### src/rtl/param_bank_pkg.sv
package param_bank_pkg;

  // Register indexes; byte address is four times the index.
  localparam logic [15:0] IDX_OVL_SEL2    = 16'h1319;
  localparam logic [15:0] IDX_OVL_LEVEL2  = 16'h131A;
  localparam logic [15:0] IDX_OVL_TIME2   = 16'h131B;
  localparam logic [15:0] IDX_OC_SUPP     = 16'h131C;
  localparam logic [15:0] IDX_FM_LEVEL    = 16'h131D;
  localparam logic [15:0] IDX_FM_TIME     = 16'h131E;
  localparam logic [15:0] IDX_FM_START    = 16'h131F;
  localparam logic [15:0] IDX_LOCK_SEL    = 16'h1320;
  localparam logic [15:0] IDX_UNUSED_A    = 16'h1321;
  localparam logic [15:0] IDX_UNUSED_B    = 16'h1322;
  localparam logic [15:0] IDX_ETIME_HI    = 16'h1323;
  localparam logic [15:0] IDX_ETIME_LO    = 16'h1324;
  localparam logic [15:0] IDX_DIR_LIMIT   = 16'h1325;
  localparam logic [15:0] IDX_SOFT_START  = 16'h1326;
  localparam logic [15:0] IDX_DISPLAY     = 16'h1327;
  // Control and status registers of this bank.
  localparam logic [15:0] IDX_FREQ_SET    = 16'h1340;
  localparam logic [15:0] IDX_STATUS      = 16'h1341;

  // Range limits.
  localparam logic [15:0] OVL_SEL_MAX     = 16'h0003;
  localparam logic [15:0] LEVEL_MIN       = 16'h00C8;
  localparam logic [15:0] LEVEL_MAX_SMALL = 16'h07D0;
  localparam logic [15:0] LEVEL_MAX_LARGE = 16'h0708;
  localparam logic [15:0] TIME_MIN        = 16'h000A;
  localparam logic [15:0] TIME_MAX        = 16'h0BB8;
  localparam logic [15:0] ONOFF_MAX       = 16'h0001;
  localparam logic [15:0] FM_START_MAX    = 16'h0002;
  localparam logic [15:0] DIR_MAX         = 16'h0002;
  localparam logic [15:0] SOFT_START_MAX  = 16'h00FF;
  localparam logic [15:0] DISPLAY_MAX     = 16'h0004;
  localparam logic [15:0] LOCK_RUN_OK     = 16'h000A;

  // Reset values.
  localparam logic [15:0] RST_ZERO        = 16'h0000;
  localparam logic [15:0] RST_LEVEL       = 16'h00C8;
  localparam logic [15:0] RST_TIME        = 16'h000A;

  // Status bit positions.
  localparam int ST_LOCKED  = 0;
  localparam int ST_FREQ_OK = 1;
  localparam int ST_REJECT  = 2;

  typedef enum logic [1:0] {
    OVL_OFF       = 2'b00,
    OVL_ACC_CONST = 2'b01,
    OVL_CONST     = 2'b10,
    OVL_ACC_REGEN = 2'b11
  } ovl_mode_e;

  typedef enum logic [1:0] {
    START_INTERRUPT = 2'b00,
    START_MAX       = 2'b01,
    START_SET       = 2'b10
  } start_freq_e;

  typedef enum logic [1:0] {
    DIR_BOTH    = 2'b00,
    DIR_FORWARD = 2'b01,
    DIR_REVERSE = 2'b10
  } dir_limit_e;

  typedef enum logic [2:0] {
    DISP_COMPLETE = 3'b000,
    DISP_FUNCTION = 3'b001,
    DISP_USER     = 3'b010,
    DISP_COMPARE  = 3'b011,
    DISP_BASIC    = 3'b100
  } display_e;

  typedef struct packed {
    ovl_mode_e   ovl_mode_2;
    logic [15:0] ovl_level_2;
    logic [15:0] ovl_time_2;
    logic        oc_suppress_on;
    logic [15:0] fm_level;
    logic [15:0] fm_time;
    start_freq_e fm_start;
    logic [31:0] elapsed_threshold;
    dir_limit_e  dir_limit;
    logic [7:0]  soft_start;
    display_e    display_mode;
  } drive_cfg_s;

endpackage : param_bank_pkg

### src/rtl/drive_param_bank.sv
`timescale 1ns/1ps
`default_nettype none

// What this block does
// - Overload limit 2 select decodes 0 off, 1 accel/const, 2 const, 3 accel/regen.
// - Overload limit 2 level takes 200..2000, or 200..1800 on large drives.
// - Overload limit 2 time takes 10..3000 in 0.01 s counts.
// - Overcurrent suppression is off for 0 and on for 1.
// - Restart level 200..2000 (1800 large) and restart time 10..3000.
// - Restart start frequency: 0 interruption, 1 maximum, 2 set frequency.
// - Modes 0 and 1 lock writes while lock input is on; 1 frees setpoint.
// - Modes 2 and 3 always lock writes; mode 3 frees the setpoint.
// - Mode 10 accepts parameter writes even while the drive runs.
// - Elapsed time threshold is a high and low word, each 0..65535.
// - Direction limit: 0 both, 1 forward only, 2 reverse only.
// - Soft start ramp select spans 0 shortest to 255 longest.
// - Display select decodes 0 to 4 as the five display sets.
module drive_param_bank
  import param_bank_pkg::*;
(
  input  wire logic        pclk,
  input  wire logic        presetn,
  input  wire logic        psel,
  input  wire logic        penable,
  input  wire logic        pwrite,
  input  wire logic [31:0] paddr,
  input  wire logic [31:0] pwdata,
  input  wire logic [3:0]  pstrb,
  output logic      [31:0] prdata,
  output logic             pready,
  output logic             pslverr,
  input  wire logic        external_lock_input,
  input  wire logic        drive_running,
  input  wire logic        large_rating,
  output drive_cfg_s       cfg,
  output logic      [15:0] freq_setpoint
);

  logic [2:0]  lock_sync;
  logic        lock_level;
  logic [2:0]  run_sync;
  logic        run_level;
  logic [2:0]  big_sync;
  logic        big_level;
  logic [15:0] lock_sel;
  logic        rejected;
  logic        setup;
  logic        wr_ok;
  logic        wr_go;
  logic [15:0] idx;
  logic [15:0] wval;
  logic [15:0] lvl_max;
  logic        locked;
  logic        freq_free;
  logic [31:0] next_prdata;
  logic        access;
  ovl_mode_e   ovl_mode_2;
  logic [15:0] ovl_level_2;
  logic [15:0] ovl_time_2;
  logic        oc_suppress_on;
  logic [15:0] fm_level;
  logic [15:0] fm_time;
  start_freq_e fm_start;
  logic [15:0] elapsed_hi;
  logic [15:0] elapsed_lo;
  dir_limit_e  dir_limit;
  logic [7:0]  soft_start;
  display_e    display_mode;

  function automatic logic in_range(input logic [15:0] v,
                                    input logic [15:0] lo,
                                    input logic [15:0] hi);
    in_range = (v >= lo) && (v <= hi);
  endfunction : in_range

  // One write strobe per register keeps the address decode in one place.
  function automatic logic wr_hit(input logic        go,
                                  input logic [15:0] at,
                                  input logic [15:0] target);
    wr_hit = go && (at == target);
  endfunction : wr_hit

  // Pins are sampled through three stages; a change counts once the last
  // two agree, which keeps a glitch from flipping the lock for one cycle.
  always_ff @(posedge pclk or negedge presetn) begin
    if (!presetn) begin
      lock_sync  <= 3'h0;
      lock_level <= 1'b0;
    end else begin
      lock_sync <= {lock_sync[1:0], external_lock_input};
      if (lock_sync[2] == lock_sync[1]) begin
        lock_level <= lock_sync[2];
      end
    end
  end

  // The run pin may bounce at a start command, so it gets the same filter.
  always_ff @(posedge pclk or negedge presetn) begin
    if (!presetn) begin
      run_sync  <= 3'h0;
      run_level <= 1'b0;
    end else begin
      run_sync <= {run_sync[1:0], drive_running};
      if (run_sync[2] == run_sync[1]) begin
        run_level <= run_sync[2];
      end
    end
  end

  // The rating strap is static in practice; filtering it costs nothing.
  always_ff @(posedge pclk or negedge presetn) begin
    if (!presetn) begin
      big_sync  <= 3'h0;
      big_level <= 1'b0;
    end else begin
      big_sync <= {big_sync[1:0], large_rating};
      if (big_sync[2] == big_sync[1]) begin
        big_level <= big_sync[2];
      end
    end
  end

  assign setup = psel && !penable;
  assign idx   = paddr[17:2];
  assign wval  = pwdata[15:0];
  assign access = psel && penable && pready;
  // Large ratings cap the level parameters lower.
  assign lvl_max = big_level ? LEVEL_MAX_LARGE : LEVEL_MAX_SMALL;

  always_comb begin
    locked    = 1'b0;
    freq_free = 1'b0;
    unique case (lock_sel)
      16'h0000: begin
        locked = lock_level;
      end
      16'h0001: begin
        locked    = lock_level;
        freq_free = 1'b1;
      end
      16'h0002: begin
        locked = 1'b1;
      end
      16'h0003: begin
        locked    = 1'b1;
        freq_free = 1'b1;
      end
      default: begin
        locked = 1'b0;
      end
    endcase
  end

  // Range check per register; the lock selection itself is never locked.
  always_comb begin
    wr_ok = 1'b0;
    unique case (idx)
      IDX_OVL_SEL2:   wr_ok = wval <= OVL_SEL_MAX;
      IDX_OVL_LEVEL2: wr_ok = in_range(wval, LEVEL_MIN, lvl_max);
      IDX_OVL_TIME2:  wr_ok = in_range(wval, TIME_MIN, TIME_MAX);
      IDX_OC_SUPP:    wr_ok = wval <= ONOFF_MAX;
      IDX_FM_LEVEL:   wr_ok = in_range(wval, LEVEL_MIN, lvl_max);
      IDX_FM_TIME:    wr_ok = in_range(wval, TIME_MIN, TIME_MAX);
      IDX_FM_START:   wr_ok = wval <= FM_START_MAX;
      IDX_LOCK_SEL:   wr_ok = (wval <= 16'h0003) || (wval == LOCK_RUN_OK);
      IDX_ETIME_HI:   wr_ok = 1'b1;
      IDX_ETIME_LO:   wr_ok = 1'b1;
      IDX_DIR_LIMIT:  wr_ok = wval <= DIR_MAX;
      IDX_SOFT_START: wr_ok = wval <= SOFT_START_MAX;
      IDX_DISPLAY:    wr_ok = wval <= DISPLAY_MAX;
      IDX_FREQ_SET:   wr_ok = 1'b1;
      default:        wr_ok = 1'b0;
    endcase
    if (idx != IDX_LOCK_SEL && idx != IDX_FREQ_SET && locked) begin
      wr_ok = 1'b0;
    end
    if (idx == IDX_FREQ_SET && locked && !freq_free) begin
      wr_ok = 1'b0;
    end
    // While running, only mode 10 opens the parameters.
    if (run_level && lock_sel != LOCK_RUN_OK && idx != IDX_LOCK_SEL
        && idx != IDX_FREQ_SET) begin
      wr_ok = 1'b0;
    end
    if (pstrb[1:0] != 2'b11) begin
      wr_ok = 1'b0;
    end
  end

  assign wr_go = access && pwrite && wr_ok;

  // Writes commit at the access edge, with pready high; the slave never
  // inserts wait states, so a refused write simply leaves the register.
  always_ff @(posedge pclk or negedge presetn) begin
    if (!presetn) begin
      ovl_mode_2 <= OVL_OFF;
    end else if (wr_hit(wr_go, idx, IDX_OVL_SEL2)) begin
      ovl_mode_2 <= ovl_mode_e'(wval[1:0]);
    end
  end

  always_ff @(posedge pclk or negedge presetn) begin
    if (!presetn) begin
      ovl_level_2 <= RST_LEVEL;
    end else if (wr_hit(wr_go, idx, IDX_OVL_LEVEL2)) begin
      ovl_level_2 <= wval;
    end
  end

  always_ff @(posedge pclk or negedge presetn) begin
    if (!presetn) begin
      ovl_time_2 <= RST_TIME;
    end else if (wr_hit(wr_go, idx, IDX_OVL_TIME2)) begin
      ovl_time_2 <= wval;
    end
  end

  always_ff @(posedge pclk or negedge presetn) begin
    if (!presetn) begin
      oc_suppress_on <= 1'b0;
    end else if (wr_hit(wr_go, idx, IDX_OC_SUPP)) begin
      oc_suppress_on <= wval[0];
    end
  end

  always_ff @(posedge pclk or negedge presetn) begin
    if (!presetn) begin
      fm_level <= RST_LEVEL;
    end else if (wr_hit(wr_go, idx, IDX_FM_LEVEL)) begin
      fm_level <= wval;
    end
  end

  always_ff @(posedge pclk or negedge presetn) begin
    if (!presetn) begin
      fm_time <= RST_TIME;
    end else if (wr_hit(wr_go, idx, IDX_FM_TIME)) begin
      fm_time <= wval;
    end
  end

  always_ff @(posedge pclk or negedge presetn) begin
    if (!presetn) begin
      fm_start <= START_INTERRUPT;
    end else if (wr_hit(wr_go, idx, IDX_FM_START)) begin
      fm_start <= start_freq_e'(wval[1:0]);
    end
  end

  always_ff @(posedge pclk or negedge presetn) begin
    if (!presetn) begin
      lock_sel <= RST_ZERO;
    end else if (wr_hit(wr_go, idx, IDX_LOCK_SEL)) begin
      lock_sel <= wval;
    end
  end

  // The two halves are written apart, so a reader may see a torn value.
  always_ff @(posedge pclk or negedge presetn) begin
    if (!presetn) begin
      elapsed_hi <= RST_ZERO;
    end else if (wr_hit(wr_go, idx, IDX_ETIME_HI)) begin
      elapsed_hi <= wval;
    end
  end

  always_ff @(posedge pclk or negedge presetn) begin
    if (!presetn) begin
      elapsed_lo <= RST_ZERO;
    end else if (wr_hit(wr_go, idx, IDX_ETIME_LO)) begin
      elapsed_lo <= wval;
    end
  end

  always_ff @(posedge pclk or negedge presetn) begin
    if (!presetn) begin
      dir_limit <= DIR_BOTH;
    end else if (wr_hit(wr_go, idx, IDX_DIR_LIMIT)) begin
      dir_limit <= dir_limit_e'(wval[1:0]);
    end
  end

  always_ff @(posedge pclk or negedge presetn) begin
    if (!presetn) begin
      soft_start <= RST_ZERO[7:0];
    end else if (wr_hit(wr_go, idx, IDX_SOFT_START)) begin
      soft_start <= wval[7:0];
    end
  end

  always_ff @(posedge pclk or negedge presetn) begin
    if (!presetn) begin
      display_mode <= DISP_COMPLETE;
    end else if (wr_hit(wr_go, idx, IDX_DISPLAY)) begin
      display_mode <= display_e'(wval[2:0]);
    end
  end

  always_ff @(posedge pclk or negedge presetn) begin
    if (!presetn) begin
      freq_setpoint <= RST_ZERO;
    end else if (wr_hit(wr_go, idx, IDX_FREQ_SET)) begin
      freq_setpoint <= wval;
    end
  end

  // The carrier is a plain view of the registers, with no logic between.
  assign cfg = '{
    ovl_mode_2:        ovl_mode_2,
    ovl_level_2:       ovl_level_2,
    ovl_time_2:        ovl_time_2,
    oc_suppress_on:    oc_suppress_on,
    fm_level:          fm_level,
    fm_time:           fm_time,
    fm_start:          fm_start,
    elapsed_threshold: {elapsed_hi, elapsed_lo},
    dir_limit:         dir_limit,
    soft_start:        soft_start,
    display_mode:      display_mode
  };

  // Sticky reject flag; cleared by reading the status register.
  // A reject is flagged at an access edge and a clear at a setup edge, so
  // they never meet; should they, the set still wins and nothing is lost.
  always_ff @(posedge pclk or negedge presetn) begin
    if (!presetn) begin
      rejected <= 1'b0;
    end else if (access && pwrite && !wr_ok) begin
      rejected <= 1'b1;
    end else if (setup && !pwrite && idx == IDX_STATUS) begin
      rejected <= 1'b0;
    end
  end

  always_comb begin
    next_prdata = 32'h0000_0000;
    unique case (idx)
      IDX_OVL_SEL2:   next_prdata[1:0] = cfg.ovl_mode_2;
      IDX_OVL_LEVEL2: next_prdata[15:0] = cfg.ovl_level_2;
      IDX_OVL_TIME2:  next_prdata[15:0] = cfg.ovl_time_2;
      IDX_OC_SUPP:    next_prdata[0] = cfg.oc_suppress_on;
      IDX_FM_LEVEL:   next_prdata[15:0] = cfg.fm_level;
      IDX_FM_TIME:    next_prdata[15:0] = cfg.fm_time;
      IDX_FM_START:   next_prdata[1:0] = cfg.fm_start;
      IDX_LOCK_SEL:   next_prdata[15:0] = lock_sel;
      IDX_ETIME_HI:   next_prdata[15:0] = cfg.elapsed_threshold[31:16];
      IDX_ETIME_LO:   next_prdata[15:0] = cfg.elapsed_threshold[15:0];
      IDX_DIR_LIMIT:  next_prdata[1:0] = cfg.dir_limit;
      IDX_SOFT_START: next_prdata[7:0] = cfg.soft_start;
      IDX_DISPLAY:    next_prdata[2:0] = cfg.display_mode;
      IDX_FREQ_SET:   next_prdata[15:0] = freq_setpoint;
      IDX_STATUS: begin
        next_prdata[ST_LOCKED]  = locked;
        next_prdata[ST_FREQ_OK] = !locked || freq_free;
        next_prdata[ST_REJECT]  = rejected;
      end
      default:        next_prdata = 32'h0000_0000;
    endcase
  end

  always_ff @(posedge pclk or negedge presetn) begin
    if (!presetn) begin
      prdata  <= 32'h0000_0000;
      pready  <= 1'b0;
      pslverr <= 1'b0;
    end else begin
      pready  <= setup;
      pslverr <= 1'b0;
      if (setup && !pwrite) begin
        prdata <= next_prdata;
      end
    end
  end

endmodule : drive_param_bank

`default_nettype wire

### config.mk
export PLATFORM = sky130hd
export DESIGN_NAME = drive_param_bank
export DESIGN_NICKNAME = d
export VERILOG_FILES = /design/src/rtl/param_bank_pkg.sv /design/src/rtl/drive_param_bank.sv
export SDC_FILE = /design/constraint.sdc
export NUM_CORES = 1
export LEC_CHECK = 0
export BUFFER_PORTS_ARGS = -buffer_cell sky130_fd_sc_hd__buf_4
export CAP_MARGIN = 20
export CORE_UTILIZATION = 40
export CTS_BUF_LIST = sky130_fd_sc_hd__clkbuf_8
export CTS_CLUSTER_DIAMETER = 120
export DETAILED_ROUTE_END_ITERATION = 10
export HOLD_SLACK_MARGIN = 0.05
export PLACE_DENSITY = 0.67
export SLEW_MARGIN = 20
export SYNTH_ARGS = -nofsm -noshare
export SYNTH_HDL_FRONTEND = slang
export SYNTH_SLANG_ARGS = --single-unit
### constraint.sdc
create_clock -name pclk -period 2.45 [get_ports pclk]
set_input_delay 0.245 -clock pclk [delete_from_list [all_inputs] [get_ports pclk]]
set_output_delay 0.245 -clock pclk [all_outputs]
set_load 0.005 [all_outputs]
Word level (Yosys, flattened, before mapping)
Index checks and enable logic that the tools add are counted.

Bits in registers: 176. Output and inout bits: 164.

Reductions and logical operators: 47. Muxes and demuxes: 15. Eq/ne operators: 26. $lt $le $gt $ge: 9.

Operator list (number): 16-bit by 13-bit equality test with 1-bit output, second input constant (15); 8-bit case mux with 8 select lines (1); 5-bit case mux with 9 select lines (1); 16-bit by 2-bit equality test with 1-bit output, second input constant (2); 16-bit by 2-bit less-or-equal comparator with 1-bit output, second input constant (2); 16-bit by 13-bit != test with 1-bit output, second input constant (2); 1-bit logical AND (31); 16-bit by 1-bit equality test with 1-bit output, second input constant (1); 16-bit by 4-bit equality test with 1-bit output, second input constant (1); 16-bit by 4-bit >= comparator with 1-bit output, second input constant (1); 16-bit by 8-bit >= comparator with 1-bit output, second input constant (1); 16-bit by 1-bit less-or-equal comparator with 1-bit output, second input constant (1); 16-bit by 11-bit less-or-equal comparator with 1-bit output (1); 16-bit by 12-bit less-or-equal comparator with 1-bit output, second input constant (1); 16-bit by 3-bit less-or-equal comparator with 1-bit output, second input constant (1); 16-bit by 8-bit less-or-equal comparator with 1-bit output, second input constant (1); 16-bit logical NOT (1); 16-bit by 4-bit != test with 1-bit output, second input constant (1); 1-bit case mux with 15 select lines (1); 1-bit case mux with 14 select lines (1); 2-bit OR reduction (6); 1-bit case mux with 11 select lines (1); 1-bit case mux with 9 select lines (1); 8-bit two-way mux (1); 8 further kinds (21).

Logic depth before layout (Yosys ltp)
Gate-level depths: netlist of run 1.

Depth in word-level cells: 11. Depth in mapped cells: 12. Gate-level depth less buffers: 9.

Worst setup path before layout of run 1
No wires, ideal clock.

Path type: reg-to-reg. Start point: register lock_sel[12]. End point: register freq_setpoint[10]. Setup slack: -0.203 ns. Buffers on the path: 2. Period minus slack after synthesis: 2.653 ns. Library setup time: 0.125 ns. Cell stages (with the launch flop): 10. Arrival time: 2.528 ns. Required time: 2.325 ns. Path through: dfrtp_1 -> nor4_1 -> nand4_1 -> or3_1 -> o311ai_1 -> nor3_4 -> buf_6 -> nand2_4 -> buf_4 -> mux2_2.

Cells in the longest elaborated chain, start to end: 10. Elaborated cells between the ends (all ways): 23.

RTL lines: start: declaration (line drive_param_bank.sv:45) `logic [15:0] lock_sel;`; start signal: assignment (line drive_param_bank.sv:254) `lock_sel <= wval;`; 16-bit by 2-bit equality test with 1-bit output (tied with other cells) (line drive_param_bank.sv:133) `unique case (lock_sel)`; 2-bit OR reduction (no source line); 1-bit case mux with 2 select lines or 1-bit two-way mux (tied branches) (line drive_param_bank.sv:133); 1-bit logical AND (tied with other cells) (line drive_param_bank.sv:174) `if (idx != IDX_LOCK_SEL && idx != IDX_FREQ_SET && locked) begin`; 1-bit two-way mux or 1-bit logical AND (tied branches) (line drive_param_bank.sv:174, drive_param_bank.sv:177); 1-bit two-way mux (line drive_param_bank.sv:177) `if (idx == IDX_FREQ_SET && locked && !freq_free) begin`; 1-bit two-way mux (*) (line drive_param_bank.sv:181) `if (run_level && lock_sel != LOCK_RUN_OK && idx != IDX_LOCK_SEL`; 1-bit two-way mux (*) (line drive_param_bank.sv:185) `if (pstrb[1:0] != 2'b11) begin`; 1-bit logical AND (*) (line drive_param_bank.sv:190) `assign wr_go = access && pwrite && wr_ok;`; 1-bit logical AND (*) (line drive_param_bank.sv:80) `wr_hit = go && (at == target);`; end signal: assignment (line drive_param_bank.sv:303) `freq_setpoint <= wval;`; end: declaration (line drive_param_bank.sv:36) `output logic [15:0] freq_setpoint`.

Mark *: on every way between the ends. The rest lies on a longest branch, timed or not. A chain may end at the register's enable or synchronous reset.

Worst setup path in the final report of run 1
Start point: register lock_sel[6]. End point: register ovl_level_2[15].

Cells in the longest elaborated chain, start to end: 10. Elaborated cells between the ends (all ways): 23.

RTL lines: 16-bit by 2-bit equality test with 1-bit output (tied with other cells) (line drive_param_bank.sv:133); 2-bit OR reduction (no source line); 1-bit case mux with 2 select lines or 1-bit two-way mux (tied branches) (line drive_param_bank.sv:133); 1-bit logical AND (tied with other cells) (line drive_param_bank.sv:174); 1-bit two-way mux or 1-bit logical AND (tied branches) (line drive_param_bank.sv:174, drive_param_bank.sv:177); 1-bit two-way mux (line drive_param_bank.sv:177); 1-bit two-way mux (*) (line drive_param_bank.sv:181); 1-bit two-way mux (*) (line drive_param_bank.sv:185); 1-bit logical AND (*) (line drive_param_bank.sv:190); 1-bit logical AND (*) (line drive_param_bank.sv:80); end signal: assignment (line drive_param_bank.sv:206) `ovl_level_2 <= wval;`; end: declaration (line drive_param_bank.sv:58) `logic [15:0] ovl_level_2;`.

Marked as above.

==> out/metrics.csv, run 1 <==
metric,value,unit
ir_drop,299,uV
synthTopCellsByArea,"dfrtp_1, mux2_2, a22oi_1, dfstp_2, and2_1",
top_layer_used,met5,
combPwrFrac,0.071,
ys_ff_latch,176,
place_congestion,0.885,
hold_slack,81.6,ps
vias,7162,
place_hpwl,19700,microns
antenna_found_initial,1,
yosysTopAreaCellShare,0.504,
violations,negative setup slack,
postSynthCellCount,665,
drc_errors,0,
crit_family,simple AND/OR/NAND/NOR gates,
dominantRegCellSynth,dfrtp_1,
p_int,4450,uW
finalHoldViolCount,0,
yosysTopAreaCell,dfrtp_1,
fmax,371,MHz
startpoint_type,flip-flop,
cts_root_buf,clkbuf_8,
drt_iter0_markers,592,
yosysUniqueCellTypes,67,
path_clk_slew,90,ps
fin_cells,1253,
grt_use_total,0.269,
worstSetupStartpoint,lock_sel[6],
finalWorstSetupSlack,-242,ps
ys_seq_area_frac,0.536,
wl_met3,2270,microns
clkLatencyLatePin,460,ps
reg2reg_from,lock_sel[6],
p_sw,1320,uW
grt_pass1_vias,7114,
crit_path_cell_trace,nor4_2 -> nand4_1 -> o31ai_2 -> a211oi_4 -> nor3_4 -> clkbuf_16 -> nand3_4 -> buf_12 -> buf_6 -> buf_6 -> and2_1,
worst_hold_path_type,in2reg,
rrSetupSlack,-240,ps
crit_buf_inv,4,
seqPwrFrac,0.510,
placed_cells,1196,
wirelength,28700,microns
h-tree-depth,4,
viasPerCell,5.72,
final_nets,1050,
yosysWarnings,0,
slew_headroom,0.635,
grt_overflow_total,0,
rsz0062_at_grt,true,
power_frac_clock,0.418,
crit_fanout,7,
mostFrequentLayoutCells,"buf_4, dfrtp_1, mux2_4",
crit_slowest_cell,dfrtp_1,
status,finished with violations,
place_area,10800,sq um
ios,240,
final_common_cell,buf_4,
dr_wl_met2,13200,microns
fillers,1630,
worstPathRequired,2810,ps
grt_max_degree,66,
fp-row-count,52,
synth_edf_count,0,
critPathMostFrequentCell,buf_6,
netlist_area,8240,sq um
die_h,145,microns
clock_tree.buffer_depth,2,
finalCritPeriodShare,1.10,
pwr_density_cell,478,nW/um^2
tightestPinTransition,545,ps
firstDrtPassIters,5,
hold_start,psel,
critical-path-max-stage-delay,410,ps
route.antenna.remaining_nets,0,
die_x,145,microns
worst_ep_arrival_time,3050,ps
drv_cap,0,
leakage,0.00614,uW
synth-async-reset-ratio,1.00,
dieArea,21200,sq um
cts_tree,yes,
worstSetupPathType,reg2reg,
swShare,0.229,
clock_skew,10.0,ps
drt-met1-wl,12400,microns
core_area,20200,sq um
drive_gt1_frac,0.530,
min_period,2690,ps
start_util,0.407,
setup-violations-final,145,
numClockSinks,176,
wl_per_cell,22.9,microns
synth_area_per_cell,12.4,sq um
numCtsBuffers,17,
portBuffers,188,
grt_pass1_wl,42800,microns
slew_viol_final,0,
syn2layout_area_growth,46.4,%
worst_setup_path_end_kind,flip-flop,
fin_area,12100,sq um
## synth_stat cells (all sizes together) (2+ instances only)
cell type,number
nand2b,4
nor2b,2
nor3,25
ha,4
o2111ai,2
a21oi,5
o22ai,2
a22oi,45
a221oi,9
and3b,2
or3,7
a21o,8
a22o,4
o211ai,4
a41oi,6
dfrtp,166
dfstp,10
nor4b,3
a221o,2
a222oi,7
maj3,3
nand4,7
clkbuf,31
mux2,117
nor4,8
nand2,28
and4b,2
nand3,18
and2,32
buf,28
a21boi,2
a31oi,9
nor2,15
inv,8
o21ai,19
nor3b,3
## final timing paths
kind	depth (start not counted)	endpoint
max in group asynchronous	3	ovl_time_2[3]
min reg2reg	0	big_sync[1]
min in group asynchronous	2	freq_setpoint[13]
max	11	ovl_level_2[15]
max reg2reg	11	ovl_level_2[15]
min	2	pready
## flip-flops by register name, indices dropped and copies added (netlist names), 8 cells and up
signal	flops
elapsed_hi	16
elapsed_lo	16
fm_level	16
fm_time	16
freq_setpoint	16
lock_sel	16
ovl_level_2	16
ovl_time_2	16
prdata	16
soft_start	8
## metrics by stage
stage / util / worst slack (ps) / setup TNS, ps / total power [uW]
5_1_grt: 0.596 / -264 / -26830 / 5960
6_report: 0.596 / -242 / -20870 / 5770
2_1_floorplan: - / -60.9 / -451 / 3140
3_3_place_gp: 0.533 / -395 / -40350 / 3380
4_1_cts: 0.584 / -212 / -17830 / 5790
3_5_place_dp: 0.533 / -444 / -43840 / 3390
## timing repair
action                     CTS  global route
resized for setup           81            38
gates cloned                 2             3
hold buffers                 6             0
buffers inserted            13             2
pin swaps                    7            10
setup endpoints to repair  147           147
hold endpoints to repair    55             0
## cell type report
type	count	area [sq um]	share of cell area
multi-input combinational	439	4020	0.333
clock buffer	18	248	0.0205
tap	270	338	0.0280
inverter	8	30.0	0.00249
sequential	176	4420	0.366
antenna	1	2.50	0.000208
timing repair buffer	328	2770	0.230
clock inverter	13	234	0.0194
## power groups by stage
stage | clock, uW | combinational, uW | sequential [uW]
global route | 2560 | 448 | 2950
global placement | 0 | 385 | 3000
CTS | 2440 | 408 | 2940
finish | 2410 | 410 | 2940
floorplan | 0 | 148 | 3000
detailed placement | 0 | 388 | 3000
## routing by layer
metal / vias to the layer above / GRT usage
li1: 3070 / -
met1: 3642 / 0.373
met2: 390 / 0.402
met3: 58 / 0.0674
met4: 2 / 0.114
met5: - / 0
## kinds of logic (layout without fill, tap and decap cells)
| group | count (synthesis) | count (layout) | share of synthesized area |
|---|---|---|---|
| adders and majority gates | 7 | 7 | 0.00972 |
| other | 1 | 18 | 0.000455 |
| AOI/OAI and AO/OA | 132 | 132 | 0.120 |
| and+or+nand+nor | 163 | 164 | 0.126 |
| DFF | 176 | 176 | 0.536 |
| muxes | 118 | 118 | 0.163 |
| buffers and inverters | 67 | 367 | 0.0444 |
| xor gates and xnor gates | 1 | 1 | 0.00106 |
(Power assumes the default switching activity.)
==> inputs of run 2 (changes only) <==
- BUFFER_PORTS_ARGS: -buffer_cell sky130_fd_sc_hd__buf_4 -> not set
- DONT_BUFFER_PORTS: not set -> 1
- PLACE_DENSITY: 0.67 -> 0.56
==> run 2 against run 1 <==
Compared with the run above: the run ends with negative hold slack, negative setup slack left; critical path depth shrank 1; critical path type unchanged; routed wire length increased by 0.25%; highest routed layer is now met4; core utilization shrank 7.6 points.
==> out/metrics.csv, run 2 (synthesis results as in run 1) <==
metric,value,unit
status,finished with violations,
violations,"negative hold slack, negative setup slack",
fin_util,0.520,
slew_headroom,0.446,
worst_hold_path_type,in2async,
route.antenna.remaining_nets,0,
worstSetupPathType,reg2reg,
numCtsBuffers,17,
syn2layout_area_growth,27.7,%
top_layer_used,met4,
worstPathRequired,2800,ps
drive_gt1_frac,0.391,
finalWorstSetupSlack,-283,ps
tightestPinTransition,825,ps
multiInputGateArea,4090,sq um
firstDrtPassIters,6,
grt_pass1_wl,42100,microns
pwr_density_cell,496,nW/um^2
grt_max_degree,177,
ios,240,
drt_iter0_markers,574,
wirelength,28800,microns
numClockSinks,176,
power_frac_clock,0.393,
p_int,3990,uW
final_common_cell,dfrtp_1,
finalCritPeriodShare,1.12,
place_hpwl,19300,microns
swShare,0.235,
hold_slack,-513,ps
rsz0062_at_grt,true,
die_x,145,microns
path_clk_slew,90,ps
min_period,2730,ps
leakage,0.00499,uW
crit_fanout,5,
power,5220,uW
cts_tree,yes,
clock_skew,12.0,ps
fin_area,10500,sq um
viasPerCell,6.08,
place_area,9110,sq um
clock_tree.buffer_depth,2,
die_h,145,microns
worstSetupStartpoint,big_level,
portBuffers,0,
clkLatencyLatePin,460,ps
worst_setup_path_end_kind,flip-flop,
slew_viol_final,0,
start_util,0.407,
reg2reg_from,big_level,
r2r_cells,10,
diodes,0,
wl_per_cell,27.6,microns
vias,6335,
fp-row-count,52,
setup-violations-final,146,
placed_cells,974,
rrSetupSlack,-280,ps
worst_ep_arrival_time,3090,ps
r2r-end,lock_sel[1],
dieArea,21200,sq um
drt-met1-wl,11400,microns
fin_cells,1042,
p_sw,1230,uW
grt_use_total,0.271,
drv_cap,0,
final_nets,840,
combPwrFrac,0.042,
grt_pass1_vias,6430,
dr_wl_met2,13900,microns
startpoint_type,flip-flop,
fmax,366,MHz
antenna_found_initial,0,
ir_drop,390,uV
h-tree-depth,4,
drc_errors,0,
finalHoldViolCount,176,
cts_root_buf,clkbuf_8,
mostFrequentLayoutCells,"dfrtp_1, mux2_4, buf_4",
seqPwrFrac,0.565,
regArea,4420,sq um
grt_overflow_total,0,
wl_met3,2840,microns
setup.worst_path.end,lock_sel[1],
core_area,20200,sq um
place_congestion,0.889,
fillers,1718,
## run 2: area by class of cell
cell class / instances / share of cell area
sequential: 176 / 0.420
multi-input combinational: 438 / 0.389
timing repair buffer: 119 / 0.119
tap: 270 / 0.0321
clock buffer: 19 / 0.0249
clock inverter: 12 / 0.0126
inverter: 8 / 0.00285
## run 2: power by group through the flow
stage / logic [uW] / registers (uW) / clock network, uW
5_1_grt: 235 / 2950 / 2210
3_5_place_dp: 142 / 3000 / 0
4_1_cts: 203 / 2950 / 2080
3_3_place_gp: 134 / 3000 / 0
2_1_floorplan: 148 / 3000 / 0
6_report: 217 / 2950 / 2050
## run 2: per-layer routing
metal  GRT usage  vias up
li1            -     2650
met1       0.338     3257
met2       0.444      384
met3      0.0781       44
met4       0.103        0
met5           0        -
## run 2: worst min-delay path by stage
stage / to / slack (ps)
floorplan: big_level / -50
global placement: fm_start[1] / -40
detailed placement: pready / -40
CTS: fm_start[1] / -560
global route: fm_level[1] / -570
finish: lock_sync[2] / -510
## run 2: timing repair
item | in CTS | in global routing
cloned | 3 | 1
resized for setup | 75 | 68
hold buffers | 20 | 1
pin swaps | 7 | 14
endpoints found under the setup margin | 147 | 147
setup buffers | 8 | 6
hold endpoints to repair | 295 | 184
## run 2: metrics by stage
stage	TNS (ps)	worst slack, ps
floorplan	-451	-60.9
global placement	-14160	-223
detailed placement	-29160	-368
CTS	-24560	-290
global route	-37970	-329
finish	-27950	-283
## run 2: worst max-delay path: stages, from the launching register on
cell and delay, ps:
dfrtp_2 480, ha_4 260, and4b_1 200, buf_4 130
a221o_1 320, a22oi_2 230, o2111ai_4 210, buf_6 200
buf_4 130, nand3_4 120, mux2_2 350
==> inputs of run 3 (changes only) <==
- GPL_TIMING_DRIVEN: not set -> 0
- RECOVER_POWER: not set -> 50
- SKIP_CTS_REPAIR_TIMING: not set -> 1
==> run 3 against run 2 <==
Compared with the run above: flip-flop and latch count unchanged; die area unchanged; via count up 0.71%; hold slack worse by 14 ps; clock skew up 7.7 ps; largest cell class unchanged; clock power down 7%; highest routed layer unchanged; the run still ends with negative hold slack, negative setup slack left; sequential share of layout area up 0.20 points.
==> out/metrics.csv, run 3 (synthesis results as in run 1) <==
metric,value,unit
die_h,145,microns
rsz0062_at_grt,true,
grt_max_degree,177,
worst_hold_path_type,in2async,
numClockSinks,176,
seqPwrFrac,0.580,
fmax,360,MHz
core_area,20200,sq um
grt_pass1_vias,6077,
drt_iter0_markers,492,
finalHoldViolCount,176,
hold_slack,-527,ps
worstPathRequired,2800,ps
wl_per_cell,28.0,microns
regArea,4420,sq um
status,finished with violations,
diodes,0,
placed_cells,955,
worstSetupPathType,reg2reg,
syn2layout_area_growth,27.1,%
mostFrequentLayoutCells,"dfrtp_1, mux2_4, a22oi_1",
fillers,1768,
setup-violations-final,146,
firstDrtPassIters,5,
drv_cap,0,
violations,"negative hold slack, negative setup slack",
start_util,0.407,
wirelength,29500,microns
die_x,145,microns
combPwrFrac,0.047,
ir_drop,324,uV
grt_use_total,0.262,
place_congestion,0.889,
fin_cells,1051,
startpoint_type,flip-flop,
p_int,3870,uW
worstSetupStartpoint,big_level,
leakage,0.00502,uW
ios,240,
final_nets,848,
cts_root_buf,clkbuf_8,
grt_util_met3,0.0947,
fp-row-count,52,
use_met1,0.317,
min_period,2780,ps
multiInputGateArea,4130,sq um
h-tree-depth,4,
crit_fanout,9,
cts_tree,yes,
vias,6380,
reg2reg_from,big_level,
final_common_cell,dfrtp_1,
place_hpwl,19300,microns
power_frac_clock,0.373,
grt_pass1_wl,40600,microns
drc_errors,0,
finalWorstSetupSlack,-327,ps
portBuffers,0,
swShare,0.239,
grt_most_used_layer,met2,
viasPerCell,6.07,
clock_tree.buffer_depth,2,
met2_usage,0.429,
p_sw,1220,uW
grt_overflow_total,0,
antenna_found_initial,0,
numCtsBuffers,17,
path_clk_slew,100,ps
tightestPinTransition,1100,ps
dieArea,21200,sq um
clkLatencyLatePin,470,ps
finalCritPeriodShare,1.13,
slew_viol_final,0,
worst_setup_path_end_kind,flip-flop,
slew_headroom,0.260,
drive_gt1_frac,0.392,
worst_ep_arrival_time,3120,ps
clock_skew,19.7,ps
pwr_density_cell,486,nW/um^2
place_ws,-1110,ps
route.antenna.remaining_nets,0,
-- run 3: cell types whose count changed in the layout (fill, tap and decap cells not counted), sizes merged --
cell | before | now
clkinvlp | 1 | 2
buf | 97 | 81
dlygate4sd3 | 21 | 10
clkbuf | 20 | 55
clkinv | 5 | 4
inv | 12 | 14
bufinv | 2 | 1
-- run 3: worst paths after layout --
kind	endpoint	slack, ps	cells past startpoint
worst max register to register	fm_level[10]	-330	10
min in group pclk	soft_start[1]	100	2
worst max-delay path	fm_level[10]	-330	10
worst min-delay path	fm_level[0]	-530	0
max in group asynchronous	ovl_level_2[3]	2730	0
worst min register to register	lock_sync[1]	360	0
-- run 3: layout make-up --
class,count,share of cell area
Sequential cell,176,0.422
Multi-Input combinational cell,438,0.395
Timing Repair Buffer,68,0.0703
Buffer,59,0.0437
Tap cell,270,0.0323
Clock buffer,19,0.0250
Clock inverter,13,0.00932
Inverter,8,0.00287
-- run 3: power groups by stage --
stage | clock network (uW) | registers [uW] | logic (uW)
after floorplan | 0 | 3000 | 148
after global placement | 0 | 3000 | 191
after detailed placement | 0 | 3010 | 196
after CTS | 1920 | 2950 | 196
after global routing | 2040 | 2950 | 259
final | 1900 | 2950 | 238
-- run 3: worst max-delay path: stages, from the launching register on --
cell and delay, ps:
dfrtp_2 490, ha_4 290, and4b_1 210, a21oi_1 70, a221o_1 360, a22oi_2 190
o2111ai_4 220, buf_6 220, nand3_4 110, buf_12 160, mux2_4 310
-- run 3: metal layers --
metal / part of all wire / wire length, microns / up-vias
li1: - / - / 2679
met1: 0.40 / 11800 / 3315
met2: 0.49 / 14400 / 343
met3: 0.089 / 2640 / 43
met4: 0.022 / 660 / 0
met5: 0 / 0 / -
-- run 3: stage by stage --
step                      TNS (ps)  power, uW  utilization  instance area, sq um
final                       -32860       5090        0.517                 10500
after global routing        -43420       5260        0.517                 10500
after CTS                   -67100       5070        0.451                  9120
after detailed placement   -133140       3200        0.433                  8760
after global placement     -142470       3190        0.430                  8700
after floorplan               -451       3140            -                  8370
